===== config.mk =====
export PLATFORM = sky130hd
export DESIGN_NAME = adc_ctrl
export DESIGN_NICKNAME = d
export VERILOG_FILES = /design/src/rtl/adc_ctrl_pkg.sv /design/src/rtl/adc_ctrl.sv /design/src/rtl/conv_clock_gen.sv /design/src/rtl/result_format.sv
export VERILOG_INCLUDE_DIRS = /design/src /design/src/rtl
export SDC_FILE = /design/constraint.sdc
export NUM_CORES = 1
export LEC_CHECK = 0
export BUFFER_PORTS_ARGS = -buffer_cell sky130_fd_sc_hd__buf_2
export CAP_MARGIN = 40
export CORE_UTILIZATION = 61
export DETAILED_ROUTE_END_ITERATION = 8
export PLACE_DENSITY = 0.85
export SLEW_MARGIN = 20
export SYNTH_ARGS = -nofsm -noshare
export SYNTH_HDL_FRONTEND = slang
export SYNTH_SLANG_ARGS = --single-unit

===== constraint.sdc =====
create_clock -name mclk -period 3.5 [get_ports mclk]
set_input_delay 0.35 -clock mclk [delete_from_list [all_inputs] [get_ports mclk]]
set_output_delay 0.35 -clock mclk [all_outputs]
set_load 0.01 [all_outputs]

===== src/rtl/adc_ctrl_regs.svh =====
`ifndef ADC_CTRL_REGS_SVH
`define ADC_CTRL_REGS_SVH

// ----------------------------------------------------------------
// Register addresses and reset values
// ----------------------------------------------------------------
`define AIO_ADDR       8'h92
`define CFG_ADDR       8'hc3
`define CTL_ADDR       8'hc4
`define RES_LO_ADDR    8'hc5
`define RES_HI_ADDR    8'hc6
`define AIO_RESET      8'h00
`define CFG_RESET      8'h00
`define CTL_RESET      8'h00
`define RES_RESET      8'h00

// ----------------------------------------------------------------
// Field positions
// ----------------------------------------------------------------
`define CTL_POWER_BIT  7
`define CTL_DIFF_BIT   6
`define CTL_AZ_BIT     5
`define CTL_DONE_BIT   4
`define CTL_GO_BIT     3
`define CTL_CHS_MSB    2
`define CTL_CHS_LSB    0
`define CFG_CKS_MSB    7
`define CFG_CKS_LSB    5
`define CFG_RJ_BIT     4
`define CFG_TRIG_MSB   1
`define CFG_TRIG_LSB   0

// ----------------------------------------------------------------
// Clock source codes and timing
// ----------------------------------------------------------------
`define CKS_UART1      3'h6
`define CKS_TIMER3     3'h7
`define CLK_PERIOD_NS  4
`define PWRUP_NS       5000
`define PWRUP_CYC      ((`PWRUP_NS + `CLK_PERIOD_NS - 1) / `CLK_PERIOD_NS)
`define CONV_CLOCKS    24

`endif


===== src/rtl/adc_ctrl_pkg.sv =====
package adc_ctrl_pkg;

  typedef enum logic [1:0] {
    TRIG_SOFT,
    TRIG_TIMER0,
    TRIG_FREE,
    TRIG_TIMER3
  } trig_t;

  typedef enum logic {
    ST_IDLE,
    ST_CONV
  } conv_state_t;

  typedef struct packed {
    logic [7:0] addr;
    logic       wr;
    logic [7:0] wdata;
  } sfr_req_t;

  typedef struct packed {
    logic timer0_overflow;
    logic timer3_overflow;
    logic timer3_low_half_overflow;
    logic timer3_split;
    logic uart1_baud_timer_overflow;
  } timer_events_t;

  typedef struct packed {
    logic       conv_power_on;
    logic       diff_mode_sel;
    logic       auto_zero_on;
    logic [2:0] pos_input;
    logic [2:0] neg_input;
    logic       neg_is_ground;
  } analog_ctrl_t;

endpackage


===== src/rtl/adc_ctrl.sv =====
`timescale 1ns/10ps
`include "adc_ctrl_regs.svh"

module adc_ctrl #(
  parameter int CONV_CLOCKS = `CONV_CLOCKS,
  parameter int PWRUP_CYC   = `PWRUP_CYC
) (
  input  wire logic                        mclk,
  input  wire logic                        rst,
  input  wire logic                        ce,
  input  wire adc_ctrl_pkg::sfr_req_t      sfr_req,
  input  wire logic                        conv_irq_enable,
  input  wire adc_ctrl_pkg::timer_events_t tev,
  input  wire logic [11:0]                 ana_result,
  input  wire logic [7:0]                  p1_pin_in,
  output logic [7:0]                       sfr_rdata,
  output logic                             conv_irq,
  output adc_ctrl_pkg::analog_ctrl_t       analog_ctrl,
  output logic                             sar_sample,
  output logic                             sar_step,
  output logic [7:0]                       p1_digital_in,
  output logic [7:0]                       p1_in_buf_off
);

  // ----------------------------------------------------------------
  // Parameter checks
  // ----------------------------------------------------------------
  generate
    if (CONV_CLOCKS < 2 || CONV_CLOCKS > 31) begin : g_bad_conv
      $error("CONV_CLOCKS must lie in 2..31");
    end
    if (PWRUP_CYC < 1 || PWRUP_CYC > 4095) begin : g_bad_pwrup
      $error("PWRUP_CYC must lie in 1..4095");
    end
  endgenerate

  localparam logic [4:0]  LAST_STEP  = 5'(CONV_CLOCKS - 1);
  localparam logic [11:0] SETTLE_CYC = 12'(PWRUP_CYC);

  // ----------------------------------------------------------------
  // Register state
  // ----------------------------------------------------------------
  logic                      power_reg;
  logic                      diff_reg;
  logic                      az_reg;
  logic                      done_reg;
  logic                      done_next;
  logic                      go_reg;
  logic                      go_next;
  logic [2:0]                chs_reg;
  logic [2:0]                cks_reg;
  logic                      rj_reg;
  adc_ctrl_pkg::trig_t       trig_reg;
  logic [7:0]                aio_reg;
  logic [7:0]                res_hi_reg;
  logic [7:0]                res_lo_reg;
  adc_ctrl_pkg::conv_state_t state_reg;
  logic [4:0]                step_reg;
  logic [11:0]               settle_reg;
  logic [7:0]                p1_meta_reg;
  logic [7:0]                p1_sync_reg;

  // ----------------------------------------------------------------
  // Decode
  // ----------------------------------------------------------------
  logic       ctl_write;
  logic       cfg_write;
  logic       aio_write;
  logic       busy;
  logic       settled;
  logic       tick;
  logic       trigger_hit;
  logic       start;
  logic       conv_done;
  logic       manual;
  logic       go_accept;
  logic [7:0] fmt_hi;
  logic [7:0] fmt_lo;
  logic [7:0] ctl_view;
  logic [7:0] cfg_view;
  logic [7:0] rd_mux;

  assign ctl_write = sfr_req.wr && (sfr_req.addr == `CTL_ADDR);
  assign cfg_write = sfr_req.wr && (sfr_req.addr == `CFG_ADDR);
  assign aio_write = sfr_req.wr && (sfr_req.addr == `AIO_ADDR);
  assign busy      = (state_reg == adc_ctrl_pkg::ST_CONV);
  assign settled   = (settle_reg == SETTLE_CYC);
  assign manual    = (trig_reg == adc_ctrl_pkg::TRIG_SOFT);

  // Start source per trigger mode
  assign trigger_hit = (trig_reg == adc_ctrl_pkg::TRIG_TIMER0) ? tev.timer0_overflow :
                       (trig_reg == adc_ctrl_pkg::TRIG_TIMER3) ? tev.timer3_overflow :
                       1'b1;

  // A set request is refused while a conversion or its flag is pending
  assign go_accept = ctl_write && sfr_req.wdata[`CTL_GO_BIT] && power_reg &&
                     !go_reg && !done_reg;
  // Start waits out the settle time even if software arms early
  assign start     = go_reg && !busy && !done_reg && settled && power_reg &&
                     trigger_hit;
  assign conv_done = busy && tick && (step_reg == LAST_STEP);

  // Hardware set wins over a software clear in the same cycle
  assign done_next = conv_done ||
                     (done_reg && !(ctl_write && !sfr_req.wdata[`CTL_DONE_BIT]));
  // In manual mode completion clears the start bit; the other modes
  // keep it armed so conversions repeat until disabled or manual
  assign go_next   = power_reg &&
                     ((go_reg && !(conv_done && manual)) || go_accept);

  assign ctl_view = {power_reg, diff_reg, az_reg, done_reg, go_reg, chs_reg};
  assign cfg_view = {cks_reg, rj_reg, 2'b00, trig_reg};
  assign rd_mux   = (sfr_req.addr == `CTL_ADDR)    ? ctl_view   :
                    (sfr_req.addr == `CFG_ADDR)    ? cfg_view   :
                    (sfr_req.addr == `AIO_ADDR)    ? aio_reg    :
                    (sfr_req.addr == `RES_LO_ADDR) ? res_lo_reg :
                    (sfr_req.addr == `RES_HI_ADDR) ? res_hi_reg :
                    8'h00;

  // ----------------------------------------------------------------
  // Submodules
  // ----------------------------------------------------------------
  conv_clock_gen u_clk (
    .mclk      (mclk),
    .rst       (rst),
    .ce        (ce),
    .clock_sel (cks_reg),
    .tev       (tev),
    .tick      (tick)
  );

  result_format u_fmt (
    .code          (ana_result),
    .diff_mode_sel (diff_reg),
    .right_justify (rj_reg),
    .high_byte     (fmt_hi),
    .low_byte      (fmt_lo)
  );

  // ----------------------------------------------------------------
  // Control and configuration registers
  // ----------------------------------------------------------------
  always_ff @(posedge mclk) begin
    if (rst) begin
      power_reg <= 1'(`CTL_RESET >> `CTL_POWER_BIT);
      diff_reg  <= 1'b0;
      az_reg    <= 1'b0;
      chs_reg   <= 3'h0;
      done_reg  <= 1'b0;
      go_reg    <= 1'b0;
    end else if (ce) begin
      done_reg <= done_next;
      go_reg   <= go_next;
      if (ctl_write) begin
        power_reg <= sfr_req.wdata[`CTL_POWER_BIT];
        diff_reg  <= sfr_req.wdata[`CTL_DIFF_BIT];
        az_reg    <= sfr_req.wdata[`CTL_AZ_BIT];
        chs_reg   <= sfr_req.wdata[`CTL_CHS_MSB:`CTL_CHS_LSB];
      end
    end
  end

  always_ff @(posedge mclk) begin
    if (rst) begin
      cks_reg  <= 3'h0;
      rj_reg   <= 1'b0;
      trig_reg <= adc_ctrl_pkg::TRIG_SOFT;
      aio_reg  <= `AIO_RESET;
    end else if (ce) begin
      // Reserved configuration bits are not stored and read as zero
      if (cfg_write) begin
        cks_reg  <= sfr_req.wdata[`CFG_CKS_MSB:`CFG_CKS_LSB];
        rj_reg   <= sfr_req.wdata[`CFG_RJ_BIT];
        trig_reg <= adc_ctrl_pkg::trig_t'(sfr_req.wdata[`CFG_TRIG_MSB:`CFG_TRIG_LSB]);
      end
      if (aio_write) begin
        aio_reg <= sfr_req.wdata;
      end
    end
  end

  // ----------------------------------------------------------------
  // Conversion sequencer
  // ----------------------------------------------------------------
  // Runs on its own regardless of CPU idle, so an idle-time start
  // still finishes and raises the flag
  always_ff @(posedge mclk) begin
    if (rst) begin
      state_reg <= adc_ctrl_pkg::ST_IDLE;
      step_reg  <= 5'h00;
    end else if (ce) begin
      case (state_reg)
        adc_ctrl_pkg::ST_IDLE: begin
          step_reg <= 5'h00;
          if (start) begin
            state_reg <= adc_ctrl_pkg::ST_CONV;
          end
        end
        adc_ctrl_pkg::ST_CONV: begin
          if (!power_reg || conv_done) begin
            state_reg <= adc_ctrl_pkg::ST_IDLE;
          end else if (tick) begin
            step_reg <= step_reg + 5'h01;
          end
        end
        default: begin
          state_reg <= adc_ctrl_pkg::ST_IDLE;
        end
      endcase
    end
  end

  // Power-up settle counter restarts whenever the block is off
  always_ff @(posedge mclk) begin
    if (rst) begin
      settle_reg <= 12'h000;
    end else if (ce) begin
      if (!power_reg) begin
        settle_reg <= 12'h000;
      end else if (!settled) begin
        settle_reg <= settle_reg + 12'h001;
      end
    end
  end

  // ----------------------------------------------------------------
  // Result registers
  // ----------------------------------------------------------------
  always_ff @(posedge mclk) begin
    if (rst) begin
      res_hi_reg <= `RES_RESET;
      res_lo_reg <= `RES_RESET;
    end else if (ce) begin
      // Both bytes in one edge: a read never mixes two conversions
      if (conv_done) begin
        res_hi_reg <= fmt_hi;
        res_lo_reg <= fmt_lo;
      end
    end
  end

  // ----------------------------------------------------------------
  // Port 1 digital input gating
  // ----------------------------------------------------------------
  always_ff @(posedge mclk) begin
    if (rst) begin
      p1_meta_reg <= 8'h00;
      p1_sync_reg <= 8'h00;
    end else if (ce) begin
      p1_meta_reg <= p1_pin_in;
      p1_sync_reg <= p1_meta_reg;
    end
  end

  // ----------------------------------------------------------------
  // Outputs
  // ----------------------------------------------------------------
  always_ff @(posedge mclk) begin
    if (rst) begin
      sfr_rdata     <= 8'h00;
      conv_irq      <= 1'b0;
      analog_ctrl   <= '0;
      sar_sample    <= 1'b0;
      sar_step      <= 1'b0;
      p1_digital_in <= 8'h00;
      p1_in_buf_off <= 8'h00;
    end else if (ce) begin
      sfr_rdata     <= rd_mux;
      conv_irq      <= done_next && conv_irq_enable;
      sar_sample    <= start;
      sar_step      <= busy && tick && power_reg;
      p1_digital_in <= p1_sync_reg & ~aio_reg;
      p1_in_buf_off <= aio_reg;
      analog_ctrl.conv_power_on <= power_reg;
      analog_ctrl.diff_mode_sel <= diff_reg;
      analog_ctrl.auto_zero_on  <= az_reg;
      analog_ctrl.pos_input     <= diff_reg ? {chs_reg[2:1], 1'b0} : chs_reg;
      analog_ctrl.neg_input     <= {chs_reg[2:1], 1'b1};
      analog_ctrl.neg_is_ground <= !diff_reg;
    end
  end

endmodule


===== src/rtl/conv_clock_gen.sv =====
`timescale 1ns/10ps
`include "adc_ctrl_regs.svh"

module conv_clock_gen (
  input  wire logic                       mclk,
  input  wire logic                       rst,
  input  wire logic                       ce,
  input  wire logic [2:0]                 clock_sel,
  input  wire adc_ctrl_pkg::timer_events_t tev,
  output logic                            tick
);

  logic [5:0] div_cnt_reg;
  logic       half_reg;
  logic [5:0] div_mask;
  logic       sys_tick;
  logic       src_ovf;
  logic       timer_sel;

  // Mask of the low (sel+1) bits: all ones there marks one period
  assign div_mask  = 6'((7'h2 << clock_sel) - 7'h1);
  assign sys_tick  = &(div_cnt_reg | ~div_mask);
  assign timer_sel = (clock_sel == `CKS_UART1) || (clock_sel == `CKS_TIMER3);
  assign src_ovf   = (clock_sel == `CKS_UART1) ? tev.uart1_baud_timer_overflow :
                     tev.timer3_split ? tev.timer3_low_half_overflow :
                     tev.timer3_overflow;

  always_ff @(posedge mclk) begin
    if (rst) begin
      div_cnt_reg <= 6'h00;
      half_reg    <= 1'b0;
      tick        <= 1'b0;
    end else if (ce) begin
      div_cnt_reg <= div_cnt_reg + 6'h01;
      if (src_ovf) begin
        half_reg <= ~half_reg;
      end
      // Overflow sources are halved, every second overflow ticks
      tick <= timer_sel ? (src_ovf & half_reg) : sys_tick;
    end
  end

endmodule


===== src/rtl/result_format.sv =====
`timescale 1ns/10ps

module result_format (
  input  wire logic [11:0] code,
  input  wire logic        diff_mode_sel,
  input  wire logic        right_justify,
  output logic [7:0]       high_byte,
  output logic [7:0]       low_byte
);

  logic [11:0] value;

  // Core delivers offset binary in differential mode; flipping the
  // sign bit turns it into two's complement
  assign value     = diff_mode_sel ? {~code[11], code[10:0]} : code;
  assign high_byte = right_justify ? {4'h0, value[11:8]} : value[11:4];
  assign low_byte  = right_justify ? value[7:0] : {value[3:0], 4'h0};

endmodule

==> Word level (Yosys, flattened, before mapping) <==
Cells that the tools add are included.
{ "word_totals": {"reg_bits": 117, "in_bits": 46, "output_inout_bits": 37, "elab_cells": 123} }
{ "classes": {"add_sub_neg": 4, "eq_ne": 14, "shifts": 1, "muxes": 22, "bitwise": 8, "n_reduce_logical": 42} }
{ "ops": {"columns": ["op", "n"], "rows": [
  ["8-bit two-way mux", 7],
  ["8-bit == test, second input constant", 5],
  ["12-bit two-way mux", 3],
  ["1-bit logical AND", 21],
  ["12-bit by 1-bit adder with 12-bit output, second input constant", 1],
  ["12-bit by 11-bit == test with 1-bit output, second input constant", 1],
  ["2-bit AND reduction", 6],
  ["5-bit two-way mux", 2],
  ["5-bit one-hot mux with 2 select lines", 1],
  ["8-bit bitwise AND", 1],
  ["1-bit zero test", 8],
  ["1-bit two-way mux", 8],
  ["8-bit NOT", 1],
  ["6-bit by 1-bit adder with 6-bit output, second input constant", 1],
  ["3-bit == test, second input constant", 2],
  ["6-bit NOT", 1],
  ["6-bit OR", 1],
  ["6-bit AND reduction", 1],
  ["2-bit by 3-bit << shifter with 6-bit output, first input constant", 1],
  ["6-bit by 1-bit subtractor with 6-bit output, second input constant", 1],
  ["5-bit by 1-bit adder with 5-bit output, second input constant", 1],
  ["5-bit == test, second input constant", 1],
  ["1-bit logical OR", 4],
  ["2-bit inequality test, second input constant", 2],
  ["other kinds (8)", 10]
]} }

==> Logic depth before layout (Yosys ltp) <==
{ "depth": {"word_depth": 8, "mapped_depth": 8, "ltp_nobuf": 7} }

==> By module <==
A second synthesis with hierarchy kept.
{ "hier_totals": {"cells_unflattened": 565, "area_unflattened_um2": 5143.7} }
{ "by_module_without_submodules": {"columns": ["mod", "n_inst", "cells_per_inst", "area_per_inst_um2", "seq_area_each_um2"], "rows": [
  ["adc_ctrl", 1, 488, 4445.5, 2142.1],
  ["conv_clock_gen", 1, 57, 495.5, 160.2],
  ["result_format", 1, 20, 202.7, 0.0]
]} }

==> Least setup slack after synthesis <==
Ideal clock, no wire load.
{ "synth_path": {"path_kind": "input-to-reg", "from": "in sfr_req[14] (netlist bit)", "to": "reg sfr_rdata[6]", "setup_time_ns": 0.134, "arrival_time_ns": 1.661, "t_required_ns": 3.366, "path_slack_ns": 1.705, "stages": 6, "path_buffers": 2, "cell_sequence": "or3b_4 > buf_6 > buf_2 > a211o_1 > a211oi_1 > nor4_1"} }
{ "synth_via": {"elab_chain_cells": 6, "elab_cells_between_ends": 10, "cone_classes": "5 x eq/ne; 5 x mux"} }
{ "synth_lines": {"columns": ["element", "line", "source"], "rows": [
  ["start: declaration", "adc_ctrl.sv:11", "input wire adc_ctrl_pkg::sfr_req_t sfr_req,"],
  ["8-bit == test (no line)", null, null],
  ["8-bit two-way mux", "adc_ctrl.sv:117", "(sfr_req.addr == `RES_HI_ADDR) ? res_hi_reg :"],
  ["8-bit two-way mux", "adc_ctrl.sv:116", "(sfr_req.addr == `RES_LO_ADDR) ? res_lo_reg :"],
  ["8-bit two-way mux", "adc_ctrl.sv:115", "(sfr_req.addr == `AIO_ADDR) ? aio_reg :"],
  ["8-bit two-way mux", "adc_ctrl.sv:114", "(sfr_req.addr == `CFG_ADDR) ? cfg_view :"],
  ["8-bit two-way mux *", "adc_ctrl.sv:113", "assign rd_mux = (sfr_req.addr == `CTL_ADDR) ? ctl_view :"],
  ["end signal: assignment", "adc_ctrl.sv:268", "sfr_rdata <= rd_mux;"],
  ["end: declaration", "adc_ctrl.sv:16", "output logic [7:0] sfr_rdata,"]
]} }
Every way passes the cells marked *; elsewhere a longest branch is shown, timed or not.
A chain may end at the register's enable or synchronous reset.

==> Worst setup path in the final report <==
{ "layout_path": {"from": "reg settle_reg[1]", "to": "reg sar_sample"} }
{ "layout_via": {"elab_chain_cells": 4} }
{ "layout_lines": {"columns": ["element", "line", "source"], "rows": [
  ["start: declaration", "adc_ctrl.sv:59", "logic [11:0] settle_reg;"],
  ["start signal: assignment", "adc_ctrl.sv:221", "settle_reg <= settle_reg + 12'h001;"],
  ["12-bit by 11-bit == test with 1-bit output", "adc_ctrl.sv:87", "assign settled = (settle_reg == SETTLE_CYC);"],
  ["1-bit logical AND (3 in series)", "adc_ctrl.sv:99", "assign start = go_reg && !busy && !done_reg && settled && power_reg &&"],
  ["end signal: assignment", "adc_ctrl.sv:270", "sar_sample <= start;"],
  ["end: declaration", "adc_ctrl.sv:19", "output logic sar_sample,"]
]} }
No other way between the ends.

==> metrics.md <==
| Metric | Value |
|---|---|
| Setup crit start kind | register |
| Slew @ Worst Pin | 0.7411 ns |
| Commonest non-fill, non-tap cell in the layout | sky130_fd_sc_hd__dfxtp_1 |
| Endpoint required time on the critical path | 3.93 ns |
| Stages on the worst setup path | 5 |
| Worst vdd rail ir drop | 449.7 µV |
| Area enclosed by the die boundary | 9161 µm² |
| Highest Clock Rate | 486.3 MHz |
| Initial core utilization | 64.24% |
| Boundary pin count | 83 |
| Iteration-0 DRC count of the detailed router | 338 |
| Number of enable flip-flop cells after synthesis | 0 |
| Post-route met1 wirelength | 5694 µm |
| Number of buffers created by CTS | 17 |
| Placed Instance Area | 5778 µm² |
| Status | finished, final reports clean |
| Highest metal layer used by the detailed router | met4 |
| Total global routing track utilization | 30.96% |
| Clock transition time at the flip-flop clock pins of the worst setup and hold paths | 0.06 ns |
| Part of the total power dissipated in the clock network | 52.2% |
| Max-slew violation count | 0 |
| Worst Setup Slack, final | 1.444 ns |
| Post-detailed-route via-to-cell ratio | 6.162 |
| Amount of wire on met2 after detailed routing | 6686 µm |
| Flop-to-flop setup slack | 1.44 ns |
| Async set-or-reset flop fraction in the synthesized netlist | 0% |
| Worst slack at placement | 1.114 ns |
| Number of hold buffers added after CTS | 0 |
| Total power consumption of the routed design | 3.188 mW |
| Drt wl/cell | 17.46 µm |
| TNS Setup | 0 ns |
| Pwr dens | 502.2 nW/µm² |
| Logic depth of the worst register-to-register path | 5 |
| WL met3 | 986 µm |
| Port Buffers | 82 |
| Crit path to | sar_sample |
| Mapped Nets | 649 |
| Class of the most critical setup path | reg -> reg |
| Number of distinct library cells after synthesis | 61 |
| Post-synthesis sequential area ratio | 42.97% |
| Clock root buffer master | sky130_fd_sc_hd__clkbuf_8 |
| Final Net Count | 711 |
| Share of total power in combinational logic | 5.7% |
| Total number of H-tree levels | 4 |
| Area added between synthesis and finish | 18.47% |
| Proportion of layout cells with a drive suffix above 1 | 19.32% |
| Standard cell with the maximum stage delay on the critical path | sky130_fd_sc_hd__or4bb_1 |
| Setup repair after global routing missed its margin | no |
| Sequential cell fraction of total power | 42.2% |
| Net switching component of the power | 0.7699 mW |
| # DRC | 0 |
| Clk_lat worst skew | 0.51 ns |
| Worst min-delay path class | in -> reg |
| Internal | 2.418 mW |
| Number of standard cells in the layout, taps in and fillers out | 778 |
| Count of final setup violators | 0 |
| Hold Slack | 0.07117 ns |
| Critical register-to-register path startpoint | settle_reg[1] |
| Pin count of the biggest net entering global routing | 79 |
| Maximum clock insertion buffer count | 2 |
| Final hold violation count | 0 |
| Slowest cell delay on critical path | 0.51 ns |
| Arrival time at the worst endpoint | 2.49 ns |
| Core region area | 8341 µm² |
| Vertical extent of the die | 95.72 µm |
| Setup repair bufs after CTS | 0 |
| Global placer's final weighted congestion | 0.8301 |
| Max FFs per register | 12 |
| Rel. slew slack | 50.53% |
| Synthesized area divided by synthesized cell count | 8.959 µm² |
| Maximum clock skew at final layout | 0.008040 ns |
| Wire length of the first global-routing pass | 21460 µm |
| Post-route fraction of the period consumed by the critical path | 58.75% |
| Total instance count after detailed placement | 746 |
| Buffers and inverters on the worst path | 0 |
| Setup crit start | settle_reg[1] |
| Vias after detailed routing | 4794 |
| Flops & latches, synth | 115 |
| Routed wire length | 13580 µm |
| Clock Sink Count | 115 |
| GRT overflow | 0 |
| Detailed-router iteration count before antenna repair | 5 |
| Yosys warning total | 0 |
| Number of antenna violations at the first check in global routing | 0 |
| Static power due to leakage | 2.356 nW |
| Total half-perimeter wirelength after legalization and detailed placement | 9211 µm |
| Main flop type after synthesis | sky130_fd_sc_hd__dfxtp_1 |
| Worst path top cell family by delay | simple AND/OR/NAND/NOR gates |
| CTS tree | done |
| Commonest cells after routing, fill and taps aside | sky130_fd_sc_hd__dfxtp_1 (115), sky130_fd_sc_hd__nor2_1 (91), sky130_fd_sc_hd__buf_2 (81), sky130_fd_sc_hd__mux2i_1 (59), sky130_fd_sc_hd__nand2_1 (40) |
| Die X | 95.72 µm |
| Crit-path cells | ha_1, or4bb_1, nor3_1, nand4_1, a21oi_1 |
| Terminus of the critical flop-to-flop path | sar_sample |
| Post-detailed-route count of antenna-violating nets | 0 |
| Via count of the first global-routing pass | 4441 |
| Worst-path maximum fanout | 6 |
| Type of element capturing the critical path | register |
| Number of resized instances in the post-cts repair step | 0 |
| Max capacitance violation total | 0 |
| Share of total power consumed by net switching | 24.15% |
| Final worst path period need | 2.056 ns |
| Site row count | 33 |
| End-of-flow core utilization | 76.10% |
| Ant diodes | 0 |
| Post-Syn Instances | 598 |
| Final non-filler cell area | 6347 µm² |
| Post-Syn Area | 5358 µm² |
## cell usage after synthesis (9+ instances only)
library cell | number | area share, %
sky130_fd_sc_hd__nand3b_1 | 16 | 2.2
sky130_fd_sc_hd__clkbuf_1 | 30 | 2.1
sky130_fd_sc_hd__inv_1 | 15 | 1.1
sky130_fd_sc_hd__nor4_1 | 12 | 1.4
sky130_fd_sc_hd__nand2_1 | 40 | 2.8
sky130_fd_sc_hd__or3_1 | 9 | 1.1
sky130_fd_sc_hd__nand4_1 | 10 | 1.2
sky130_fd_sc_hd__dfxtp_1 | 115 | 43
sky130_fd_sc_hd__a21oi_1 | 37 | 3.5
sky130_fd_sc_hd__mux2i_1 | 59 | 11
sky130_fd_sc_hd__nor2_1 | 91 | 6.4
sky130_fd_sc_hd__xor2_1 | 9 | 1.5
sky130_fd_sc_hd__a211oi_1 | 16 | 2.2
## final cells by class
type                       count  area [µm²]
multi-input combinational    422        2806
sequential                   115        2302
fill                         573        1993
timing repair buffer          88       478.0
clock buffer                  18       417.9
clock inverter                14       151.4
tap                          105       131.4
inverter                      16       60.06
## power by group through the flow
stage	clock network, mW	logic [mW]	registers [mW]
6_report	1.66	0.181	1.34
5_1_grt	1.74	0.196	1.35
4_1_cts	1.67	0.179	1.34
3_5_place_dp	0	0.177	1.37
3_3_place_gp	0	0.168	1.37
2_1_floorplan	0	0.112	1.37
## worst min-delay path: cells and delay by family
kind | cells | cell delay [ns]
and+or+nand+nor | 1 | 0.07
buffers and inverters | 1 | 0.07
muxes | 1 | 0.05
## layer usage
metal	vias up	track usage, %
met1	2287	37.13
li1	2292	-
met4	0	12.31
met2	193	52.32
met5	-	0
met3	22	8.768
## cell families (layout without fill, tap and decap cells)
kind of cell | Yosys count | after routing | share of synthesized area (%)
and+or+nand+nor | 241 | 241 | 24.75
DFF | 115 | 115 | 42.97
buffers and inverters | 61 | 136 | 4.741
AOI/OAI and AO/OA | 102 | 102 | 12.85
xor gates and xnor gates | 14 | 14 | 2.289
muxes | 60 | 60 | 11.23
adders and majority gates | 5 | 5 | 1.168
## worst min-delay path by stage
stage	from	end	slack, ns	depth (start not counted)
CTS	p1_pin_in[5]	p1_meta_reg[5]	0.06	3
floorplan	res_hi_reg[5]	res_hi_reg[5]	0.43	2
global route	p1_pin_in[5]	p1_meta_reg[5]	0.06	3
detailed placement	res_hi_reg[6]	res_hi_reg[6]	0.45	2
finish	p1_pin_in[5]	p1_meta_reg[5]	0.07	3
global placement	res_hi_reg[7]	res_hi_reg[7]	0.44	2
No activity file was read; power rests on OpenSTA's default activity.
